--- src/rtl/spims_regs.svh ---
// register offsets, field positions, reset values and rate counts of the spi port
// assumes a byte-addressed avalon-mm slave with one 32-bit word per register
`ifndef SPIMS_REGS_SVH
`define SPIMS_REGS_SVH

// ****************************************
// register byte addresses
// ****************************************
`define SPIMS_ADDR_CTRL   4'h0
`define SPIMS_ADDR_STAT   4'h4
`define SPIMS_ADDR_DATA   4'h8

// ****************************************
// control fields
// ****************************************
`define SPIMS_CTL_IRQEN   7
`define SPIMS_CTL_PEN     6
`define SPIMS_CTL_LSB     5
`define SPIMS_CTL_MASTER_ROLE_SELECT    4
`define SPIMS_CTL_CLOCK_IDLE_POLARITY    3
`define SPIMS_CTL_CLOCK_SAMPLE_PHASE    2
`define SPIMS_CTL_RHI     1
`define SPIMS_CTL_RLO     0

// ****************************************
// status fields
// ****************************************
`define SPIMS_STAT_DONE   7
`define SPIMS_STAT_COLL   6
`define SPIMS_STAT_DBL    0

// ****************************************
// reset values
// ****************************************
`define SPIMS_CTRL_RESET  8'h00
`define SPIMS_STAT_RESET  8'h00
`define SPIMS_DATA_RESET  8'h00

// ****************************************
// sck half periods in system clocks
// ****************************************
`define SPIMS_HALF_DIV4   7'h02
`define SPIMS_HALF_DIV16  7'h08
`define SPIMS_HALF_DIV64  7'h20
`define SPIMS_HALF_DIV128 7'h40
`define SPIMS_HALF_DIV2   7'h01
`define SPIMS_HALF_DIV8   7'h04
`define SPIMS_HALF_DIV32  7'h10

// ****************************************
// byte framing
// ****************************************
`define SPIMS_LAST_BIT    4'h7
`define SPIMS_LAST_EDGE   5'h0F

`endif

--- src/rtl/spims_pkg.sv ---
// types shared by the spi port modules
// assumes nothing beyond a systemverilog-2012 compiler
package spims_pkg;

   // ****************************************
   // pin groups
   // ****************************************
   typedef struct packed
   {
      logic sck;
      logic mosi;
      logic miso;
      logic ssN;
   } spims_pin_in_t;

   typedef struct packed
   {
      logic sck;
      logic sckOeN;
      logic mosi;
      logic mosiOeN;
      logic miso;
      logic misoOeN;
   } spims_pin_out_t;

   // ****************************************
   // transfer engine states
   // ****************************************
   typedef enum logic [2:0]
   {
      SPIMS_IDLE = 3'b001,
      SPIMS_MRUN = 3'b010,
      SPIMS_SRUN = 3'b100
   } spims_state_t;

endpackage

--- src/rtl/spims_rate_gen.sv ---
// master sck half-period tick generator
// assumes run stays high for the whole master byte
`timescale 1ns/1ps
`include "spims_regs.svh"

module spims_rate_gen import spims_pkg::*;
(
   // clock and reset
   input  wire logic       clock,
   input  wire logic       reset,
   input  wire logic       clockEnable,
   // control
   input  wire logic       run,
   input  wire logic [2:0] rateSel,
   // tick
   output wire logic       tick
);

   logic [6:0] cntReg;
   logic       tickReg;
   logic [6:0] halfSel;
   wire  [6:0] reload = halfSel - 7'h01;

   // ****************************************
   // rate table
   // ****************************************
   always_comb
   begin
      case (rateSel)
         3'h0:    halfSel = `SPIMS_HALF_DIV4;
         3'h1:    halfSel = `SPIMS_HALF_DIV16;
         3'h2:    halfSel = `SPIMS_HALF_DIV64;
         3'h3:    halfSel = `SPIMS_HALF_DIV128;
         3'h4:    halfSel = `SPIMS_HALF_DIV2;
         3'h5:    halfSel = `SPIMS_HALF_DIV8;
         3'h6:    halfSel = `SPIMS_HALF_DIV32;
         default: halfSel = `SPIMS_HALF_DIV64;
      endcase
   end

   // ****************************************
   // down counter
   // ****************************************
   always_ff @(posedge clock or posedge reset)
   begin
      if (reset)
      begin
         cntReg  <= 7'h00;
         tickReg <= 1'b0;
      end
      else if (clockEnable)
      begin
         if (!run || cntReg == 7'h00)
            cntReg <= reload;
         else
            cntReg <= cntReg - 7'h01;
         tickReg <= run && cntReg == 7'h00;
      end
   end

   // tick left over from the last running cycle masked once run drops
   assign tick = tickReg & run;

endmodule

--- src/rtl/spims_sck_edge.sv ---
// slave-side sck edge detector
// assumes sck is synchronous to clock and each level lasts over 2 clocks
`timescale 1ns/1ps

module spims_sck_edge import spims_pkg::*;
(
   // clock and reset
   input  wire logic clock,
   input  wire logic reset,
   input  wire logic clockEnable,
   // pin
   input  wire logic sckIn,
   // edges
   output wire logic sckRise,
   output wire logic sckFall
);

   logic sckNowReg;
   logic sckPrevReg;

   always_ff @(posedge clock or posedge reset)
   begin
      if (reset)
      begin
         sckNowReg  <= 1'b0;
         sckPrevReg <= 1'b0;
      end
      else if (clockEnable)
      begin
         sckNowReg  <= sckIn;
         sckPrevReg <= sckNowReg;
      end
   end

   assign sckRise = sckNowReg & ~sckPrevReg;
   assign sckFall = ~sckNowReg & sckPrevReg;

endmodule

--- src/rtl/spims_port.sv ---
// byte-oriented spi port, master or slave, with avalon-mm register access
// assumes pins synchronous to clock and an outside agent resolving the tri-states
//
// Local design decisions: the Avalon-MM register port and the register offsets.
`timescale 1ns/1ps
`include "spims_regs.svh"

// Operation
// - drive on one edge, sample on other
// - polarity one idles high, zero idles low
// - phase zero samples leading, one samples trailing
// - bit order one sends lsb first
// - nothing happens unless port enabled
// - role bit one master, zero slave
// - select low as input drops master role
// - rate bits and double speed pick divider
// - rate bits ignored in slave role
// - double speed halves master sck period
// - byte finished sets transfer done flag
// - interrupt when flag, enable, global enable
// - vector taken clears transfer done flag
// - status read then data access clears done
// - data write while busy sets collision
// - collision seen then data access clears both
// - status bits five to one read zero
// - data write loads shifter and starts
// - data read returns receive buffer
// - receive buffer overwritten by next byte
// - slave select high resets shift logic
module spims_port import spims_pkg::*;
(
   // clock and reset
   input  wire logic           clock,
   input  wire logic           reset,
   input  wire logic           clockEnable,
   // avalon-mm slave
   input  wire logic [3:0]     address,
   input  wire logic           read,
   input  wire logic           write,
   input  wire logic [3:0]     byteenable,
   input  wire logic [31:0]    writedata,
   output logic      [31:0]    readdata,
   output logic                waitrequest,
   // cpu side
   input  wire logic           globalIrqEnable,
   input  wire logic           irqVectorTaken,
   input  wire logic           ssPinInput,
   output logic                irqRequest,
   // serial pins
   input  wire spims_pin_in_t  pinIn,
   output spims_pin_out_t      pinOut
);

   // ****************************************
   // state
   // ****************************************
   logic [7:0]     ctrlReg;
   logic           dblReg;
   logic           doneReg;
   logic           collReg;
   logic           seenDoneReg;
   logic           seenCollReg;
   logic [7:0]     rxBufReg;
   logic [7:0]     rxShReg;
   logic [7:0]     txShReg;
   logic [3:0]     bitCntReg;
   logic [4:0]     edgeCntReg;
   spims_state_t   stateReg;
   spims_state_t   stateNext;

   // ****************************************
   // bus decode
   // ****************************************
   wire busReq   = read | write;
   wire accept   = busReq & ~waitrequest;
   wire selCtrl  = address == `SPIMS_ADDR_CTRL;
   wire selStat  = address == `SPIMS_ADDR_STAT;
   wire selData  = address == `SPIMS_ADDR_DATA;
   wire lowLane  = byteenable[0];
   wire ctrlWr   = accept & write & lowLane & selCtrl;
   wire statWr   = accept & write & lowLane & selStat;
   wire dataWr   = accept & write & lowLane & selData;
   wire statRd   = accept & read & selStat;
   wire dataAcc  = accept & selData;

   // ****************************************
   // control fields
   // ****************************************
   wire portEn   = ctrlReg[`SPIMS_CTL_PEN];
   wire isMaster = ctrlReg[`SPIMS_CTL_MASTER_ROLE_SELECT];
   wire clock_idle_polarity     = ctrlReg[`SPIMS_CTL_CLOCK_IDLE_POLARITY];
   wire clock_sample_phase     = ctrlReg[`SPIMS_CTL_CLOCK_SAMPLE_PHASE];
   wire lsbFirst = ctrlReg[`SPIMS_CTL_LSB];
   wire irqEn    = ctrlReg[`SPIMS_CTL_IRQEN];

   // ****************************************
   // role and select
   // ****************************************
   wire modeFault = portEn & isMaster & ssPinInput & ~pinIn.ssN;
   wire slaveSel  = portEn & ~isMaster & ~pinIn.ssN;
   wire mRun      = stateReg == SPIMS_MRUN;
   wire sRun      = (stateReg == SPIMS_SRUN) & slaveSel;
   wire busy      = mRun | (sRun & bitCntReg != 4'h0);

   // ****************************************
   // master rate generator
   // ****************************************
   wire       tick;
   wire [2:0] rateSel = {dblReg, ctrlReg[`SPIMS_CTL_RHI], ctrlReg[`SPIMS_CTL_RLO]};

   // only runs in master state, so slave timing never sees the rate bits
   spims_rate_gen uRate
   (
      .clock       (clock),
      .clockEnable (clockEnable),
      .reset       (reset),
      .run         (mRun),
      .rateSel     (rateSel),
      .tick        (tick)
   );

   // ****************************************
   // slave sck edges
   // ****************************************
   wire sckRise;
   wire sckFall;

   // two clocks per sck level are needed here, hence the outside limit
   spims_sck_edge uEdge
   (
      .clock       (clock),
      .reset       (reset),
      .clockEnable (clockEnable),
      .sckIn       (pinIn.sck),
      .sckRise     (sckRise),
      .sckFall     (sckFall)
   );

   // ****************************************
   // edge roles
   // ****************************************
   wire sLead   = sRun & (clock_idle_polarity ? sckFall : sckRise);
   wire sTrail  = sRun & (clock_idle_polarity ? sckRise : sckFall);
   wire mLead   = mRun & tick & ~edgeCntReg[0];
   wire mTrail  = mRun & tick & edgeCntReg[0];
   wire leadE   = mLead | sLead;
   wire trailE  = mTrail | sTrail;
   wire sampleE = clock_sample_phase ? trailE : leadE;
   wire setupE  = clock_sample_phase ? leadE : trailE;
   wire mEnd    = mRun & tick & edgeCntReg == `SPIMS_LAST_EDGE;
   wire lastBit = bitCntReg == `SPIMS_LAST_BIT;
   wire byteIn  = sampleE & lastBit;

   // ****************************************
   // shift data paths
   // ****************************************
   wire       inBit   = mRun ? pinIn.miso : pinIn.mosi;
   wire [7:0] rxShIn  = lsbFirst ? {inBit, rxShReg[7:1]} : {rxShReg[6:0], inBit};
   wire       loadTx  = dataWr & ~busy;
   // no shift before the first sample, so the first bit stays on the pin
   wire       shiftTx = setupE & bitCntReg != 4'h0;
   wire [7:0] txShOut = lsbFirst ? {1'b0, txShReg[7:1]} : {txShReg[6:0], 1'b0};
   wire [7:0] txShNext = loadTx ? writedata[7:0] : (shiftTx ? txShOut : txShReg);
   wire       serOut  = lsbFirst ? txShNext[0] : txShNext[7];

   // ****************************************
   // flag events
   // ****************************************
   wire doneSet  = mEnd | (sRun & byteIn) | modeFault;
   wire collSet  = dataWr & busy;
   wire collClr  = dataAcc & seenCollReg;
   wire doneClr  = (dataAcc & (seenDoneReg | seenCollReg)) | irqVectorTaken;
   wire doneNext = doneSet | (doneReg & ~doneClr);
   wire collNext = collSet | (collReg & ~collClr);

   // ****************************************
   // read mux
   // ****************************************
   wire [7:0] statView = {doneReg, collReg, 5'h00, dblReg};
   wire [7:0] rdByte   = selCtrl ? ctrlReg :
                         selStat ? statView :
                         selData ? rxBufReg : 8'h00;

   // ****************************************
   // control register
   // ****************************************
   wire [7:0] ctrlWrVal = ctrlWr ? writedata[7:0] : ctrlReg;
   // fault wins over a simultaneous write that sets the role bit
   wire [7:0] ctrlNext  = modeFault ? (ctrlWrVal & ~(8'h01 << `SPIMS_CTL_MASTER_ROLE_SELECT)) : ctrlWrVal;

   always_ff @(posedge clock or posedge reset)
   begin
      if (reset)
      begin
         ctrlReg <= `SPIMS_CTRL_RESET;
         dblReg  <= 1'b0;
      end
      else if (clockEnable)
      begin
         ctrlReg <= ctrlNext;
         if (statWr)
            dblReg <= writedata[`SPIMS_STAT_DBL];
      end
   end

   // ****************************************
   // status flags
   // ****************************************
   always_ff @(posedge clock or posedge reset)
   begin
      if (reset)
      begin
         doneReg     <= 1'b0;
         collReg     <= 1'b0;
         seenDoneReg <= 1'b0;
         seenCollReg <= 1'b0;
      end
      else if (clockEnable)
      begin
         doneReg <= doneNext;
         collReg <= collNext;
         if (statRd)
         begin
            seenDoneReg <= doneReg;
            seenCollReg <= collReg;
         end
         else if (dataAcc)
         begin
            seenDoneReg <= 1'b0;
            seenCollReg <= 1'b0;
         end
      end
   end

   // ****************************************
   // engine state
   // ****************************************
   always_comb
   begin
      case (stateReg)
         SPIMS_IDLE:
            if (portEn && isMaster && loadTx && !modeFault)
               stateNext = SPIMS_MRUN;
            else if (slaveSel)
               stateNext = SPIMS_SRUN;
            else
               stateNext = SPIMS_IDLE;
         SPIMS_MRUN:
            if (mEnd || modeFault || !portEn || !isMaster)
               stateNext = SPIMS_IDLE;
            else
               stateNext = SPIMS_MRUN;
         SPIMS_SRUN:
            if (!slaveSel)
               stateNext = SPIMS_IDLE;
            else
               stateNext = SPIMS_SRUN;
         default:
            stateNext = SPIMS_IDLE;
      endcase
   end

   always_ff @(posedge clock or posedge reset)
   begin
      if (reset)
         stateReg <= SPIMS_IDLE;
      else if (clockEnable)
         stateReg <= stateNext;
   end

   // ****************************************
   // shift registers and counters
   // ****************************************
   always_ff @(posedge clock or posedge reset)
   begin
      if (reset)
      begin
         txShReg    <= `SPIMS_DATA_RESET;
         rxShReg    <= `SPIMS_DATA_RESET;
         rxBufReg   <= `SPIMS_DATA_RESET;
         bitCntReg  <= 4'h0;
         edgeCntReg <= 5'h00;
      end
      else if (clockEnable)
      begin
         txShReg <= txShNext;
         if (!mRun && !sRun)
         begin
            // partial bits dropped whenever the engine goes quiet
            bitCntReg  <= 4'h0;
            rxShReg    <= 8'h00;
            edgeCntReg <= 5'h00;
         end
         else
         begin
            if (sampleE)
            begin
               rxShReg   <= rxShIn;
               bitCntReg <= lastBit ? 4'h0 : bitCntReg + 4'h1;
            end
            if (mRun && tick)
               edgeCntReg <= edgeCntReg + 5'h01;
         end
         // single buffer; an unread byte is simply overwritten
         if (byteIn)
            rxBufReg <= rxShIn;
      end
   end

   // ****************************************
   // avalon handshake
   // ****************************************
   // one wait cycle per access so the read word can come from a flop
   always_ff @(posedge clock or posedge reset)
   begin
      if (reset)
      begin
         waitrequest <= 1'b1;
         readdata    <= 32'h0000_0000;
      end
      else if (clockEnable)
      begin
         if (busReq && waitrequest)
         begin
            waitrequest <= 1'b0;
            readdata    <= {24'h00_0000, rdByte};
         end
         else
            waitrequest <= 1'b1;
      end
   end

   // ****************************************
   // interrupt and pins
   // ****************************************
   always_ff @(posedge clock or posedge reset)
   begin
      if (reset)
      begin
         irqRequest     <= 1'b0;
         pinOut.sck     <= 1'b0;
         pinOut.sckOeN  <= 1'b1;
         pinOut.mosi    <= 1'b0;
         pinOut.mosiOeN <= 1'b1;
         pinOut.miso    <= 1'b0;
         pinOut.misoOeN <= 1'b1;
      end
      else if (clockEnable)
      begin
         irqRequest <= doneNext & irqEn & globalIrqEnable;
         if (mRun && stateNext == SPIMS_MRUN)
            pinOut.sck <= tick ? ~pinOut.sck : pinOut.sck;
         else
            pinOut.sck <= clock_idle_polarity;
         pinOut.sckOeN  <= ~(portEn & isMaster & ~modeFault);
         pinOut.mosiOeN <= ~(portEn & isMaster & ~modeFault);
         pinOut.misoOeN <= ~(slaveSel & ~isMaster);
         pinOut.mosi    <= serOut;
         pinOut.miso    <= serOut;
      end
   end

endmodule

--- config.mk ---
export PLATFORM = sky130hd
export DESIGN_NAME = spims_port
export DESIGN_NICKNAME = d
export VERILOG_FILES = /design/src/rtl/spims_pkg.sv /design/src/rtl/spims_rate_gen.sv /design/src/rtl/spims_sck_edge.sv /design/src/rtl/spims_port.sv
export VERILOG_INCLUDE_DIRS = /design/src /design/src/rtl
export SDC_FILE = /design/constraint.sdc
export NUM_CORES = 1
export LEC_CHECK = 0
export BUFFER_PORTS_ARGS = -buffer_cell sky130_fd_sc_hd__buf_2
export CAP_MARGIN = 20
export CORE_ASPECT_RATIO = 1.5
export CORE_MARGIN = 3
export CORE_UTILIZATION = 45
export DETAILED_ROUTE_END_ITERATION = 10
export PLACE_DENSITY_LB_ADDON = 0.1
export SKIP_LAST_GASP = 1
export SYNTH_ARGS = -nofsm -noshare
export SYNTH_HDL_FRONTEND = slang
export SYNTH_SLANG_ARGS = --single-unit
--- constraint.sdc ---
create_clock -name clock -period 6 [get_ports clock]
set_input_delay 1.8 -clock clock [delete_from_list [all_inputs] [get_ports clock]]
set_output_delay 1.8 -clock clock [all_outputs]
set_load 0.01 [all_outputs]
==> results.ini <==
[outcome]
status=complete, no violations

[placement]
io_buffers=40
globalplace.congestion=0.841
dp_hpwl_um=7360
dp_slack_ns=1.99

[critical_path]
r2r_slack_ns=3.13
crit_fanout=25
arrival_ns=3.87
slowest_stage=nand2b_1
reg2reg_to=uRate.cntReg[4]$_DFFE_PP0P_
crit_family=simple AND/OR/NAND/NOR gates
required_ns=6.23
start_kind=primary input
end_kind=flop
setup.worst_path.class=primary input to flop
reg2reg_from=stateReg[2]$_DFFE_PP0P_
critPathBufInv=2
slowest_delay_ns=0.46
reg2regPathDepth=9
crit_chain=buf_2 -> nor3b_2 -> nand3_2 -> o211ai_2 -> o311ai_2 -> buf_4 -> nand2b_1 -> o31ai_1

[floorplan]
die_x_um=85.2
ioPinCount=92
die_h_um=125
core_um2=8990
dieArea_um2=10600
start_util_pct=47.1
row_count=42

[logic_synthesis]
async_flop_share_pct=100
yosysSeqAreaShare_pct=43.3
yosys_warnings=0
synthCells=456
synthFlopType=dfrtp_1
synth-edff-count=0
synth-seq-cells=73
synth_cell_types=66
synth.avg_cell_area_um2=9.29
synthesis.area_um2=4230

[power]
total_power_w=0.00121
ir_worst_vdd_mv=0.165
switching_power_w=0.000335
power.share.switching_pct=27.6
p_seq_share_pct=47.0
comb_power_share_pct=13.2
power_density_nw_per_um2=260
p_int_w=0.000877
power.share.clock_pct=39.8
p_leak_nw=2.20

[timing]
setup_ws_ns=2.36
final-hold-violation-count=0
tns_ns=0
maxSlewHeadroom_pct=43.7
report.final.slew_viol_count=0
final.period_utilization_pct=60.7
clock_skew_ns=0.00421
rsz0062_at_grt=false
hold_slack_ns=0.475
period_minus_slack_ns=3.64
setup_violations=0
timing.fmax_ghz=0.275
worst-slew-pin-transition_ns=0.844

[cts]
clock-sinks=73
htreeDepth=3
cts_made_buffers=9
clock-root-buffer=clkbuf_16
path_clk_slew_ns=0.06
postCtsHoldBufs=0
clock_latency_ns=0.33
clockBufferDepth=2
cts_tree=done
cts_resized=0
cts_post_setup_buffers_inserted=0

[routing]
wl_per_cell_um=16.9
ant_nets=0
routed_via_density=5.64
dr.pass1.iters=4
routed_wl_um=10200
drtIter0Drc=190
drc=0
vias=3392

[global_route]
grt_max_degree=51
grt_usage_pct=19.9
grt_pass1_wl_um=16800
antenna_found_initial=0
grt_overflow_total=0
grt_pass1_vias=3282

[worst_hold_path]
holdPathEnd=readdata[6]$_DFFE_PP0P_
min_path_cells=2
hold_path.class=flop to flop
min_from=readdata[6]$_DFFE_PP0P_

[cells_and_area]
nets=544
drive_gt1_share_pct=18.3
syn_to_final_growth_pct=10.1
diodes=0
fin_util_pct=51.9

[run]
cap_viol_max_count=0

-- flip-flops by register name, indices dropped and copies added, names as in the netlist, 3 cells and up --
name,flops
bitCntReg,4
pinOut,4
stateReg,3
readdata,8
ctrlReg,8
uRate.cntReg,7
rxShReg,8
edgeCntReg,5
rxBufReg,8
txShReg,8
-- worst max-delay path by stage --
stage	from	endpoint	cells past startpoint
final	pinIn[0]	irqRequest$_DFFE_PP0P_	8
after floorplan	reset	bitCntReg[0]$_DFFE_PP0P_	1
after CTS	pinIn[0]	irqRequest$_DFFE_PP0P_	8
after global placement	pinIn[0]	irqRequest$_DFFE_PP0P_	8
after detailed placement	pinIn[0]	irqRequest$_DFFE_PP0P_	8
after global routing	pinIn[0]	irqRequest$_DFFE_PP0P_	8
-- layout by cell type (no fill, tap or decap), types with 20 or more instances in the layout --
master | netlist | layout
nand2_1 | 31 | 31
a21oi_1 | 30 | 30
buf_2 | 3 | 40
dfrtp_1 | 69 | 69
nand3_1 | 20 | 20
inv_1 | 31 | 30
mux2i_1 | 22 | 22
conb_1 | 1 | 24
nor2_1 | 35 | 35
o21ai_0 | 27 | 27
-- stage by stage --
step | cell area (µm²) | std cells
after floorplan | 4320 | 479
after global placement | 4400 | 586
after detailed placement | 4400 | 586
after CTS | 4660 | 601
after global routing | 4660 | 601
final | 4660 | 601
-- per-layer routing --
layer,part of all wire [%],wire (µm),track usage [%]
met1,43,4340,25.9
met2,52,5240,33.2
met3,3.3,332,2.85
met4,2.5,252,7.64
met5,0,0,0
-- power by group through the flow --
stage	registers (W)	clock network, W	logic, W
finish	0.000570	0.000482	0.000160
detailed placement	0.000579	0	0.000161
global placement	0.000576	0	0.000159
CTS	0.000570	0.000497	0.000162
floorplan	0.000559	0	0.000139
global route	0.000577	0.000515	0.000180
-- Yosys cell counts, types with 7 or more instances --
library cell | number | area [µm²]
mux2i_1 | 22 | 220
nand2_1 | 31 | 116
mux2_2 | 11 | 124
a21oi_1 | 30 | 150
o31ai_1 | 7 | 52.6
o21ai_0 | 27 | 135
buf_4 | 27 | 203
nor2_1 | 35 | 131
a22oi_1 | 8 | 60.1
dfrtp_1 | 69 | 1730
clkbuf_1 | 15 | 56.3
inv_1 | 31 | 116
nor3_1 | 8 | 40.0
o22ai_1 | 10 | 62.6
nand3_1 | 20 | 100
-- area by class of cell --
type	count	area, µm²
Timing Repair Buffer	46	245
Clock inverter	4	20.0
Sequential cell	73	1830
Multi-Input combinational cell	326	2070
Tap cell	110	138
Clock buffer	11	243
Fill cell	873	4320
Inverter	31	116
-- logic make-up (layout without fill, tap and decap cells) --
| logic type | after synthesis | after routing | synth area share [%] |
|---|---|---|---|
| adder cells (fa/ha/maj) | 5 | 5 | 1.48 |
| buffers and inverters | 80 | 92 | 9.93 |
| multiplexers | 33 | 33 | 8.13 |
| AO/OA/AOI/OAI | 124 | 124 | 19.8 |
| flip-flops | 73 | 73 | 43.3 |
| AND/OR/NAND/NOR | 137 | 137 | 16.7 |
| XOR/XNOR | 3 | 3 | 0.621 |
| other | 1 | 24 | 0.0886 |
-- worst register-to-register path: cells and delay by family (launching register included) --
kind,cells,cell delay (ns)
simple gates,3,1.01
compound gates,4,0.86
flops,1,0.45
fa+ha+maj,1,0.31
buf+inv,1,0.12
Power figures use the tool's default switching activity.
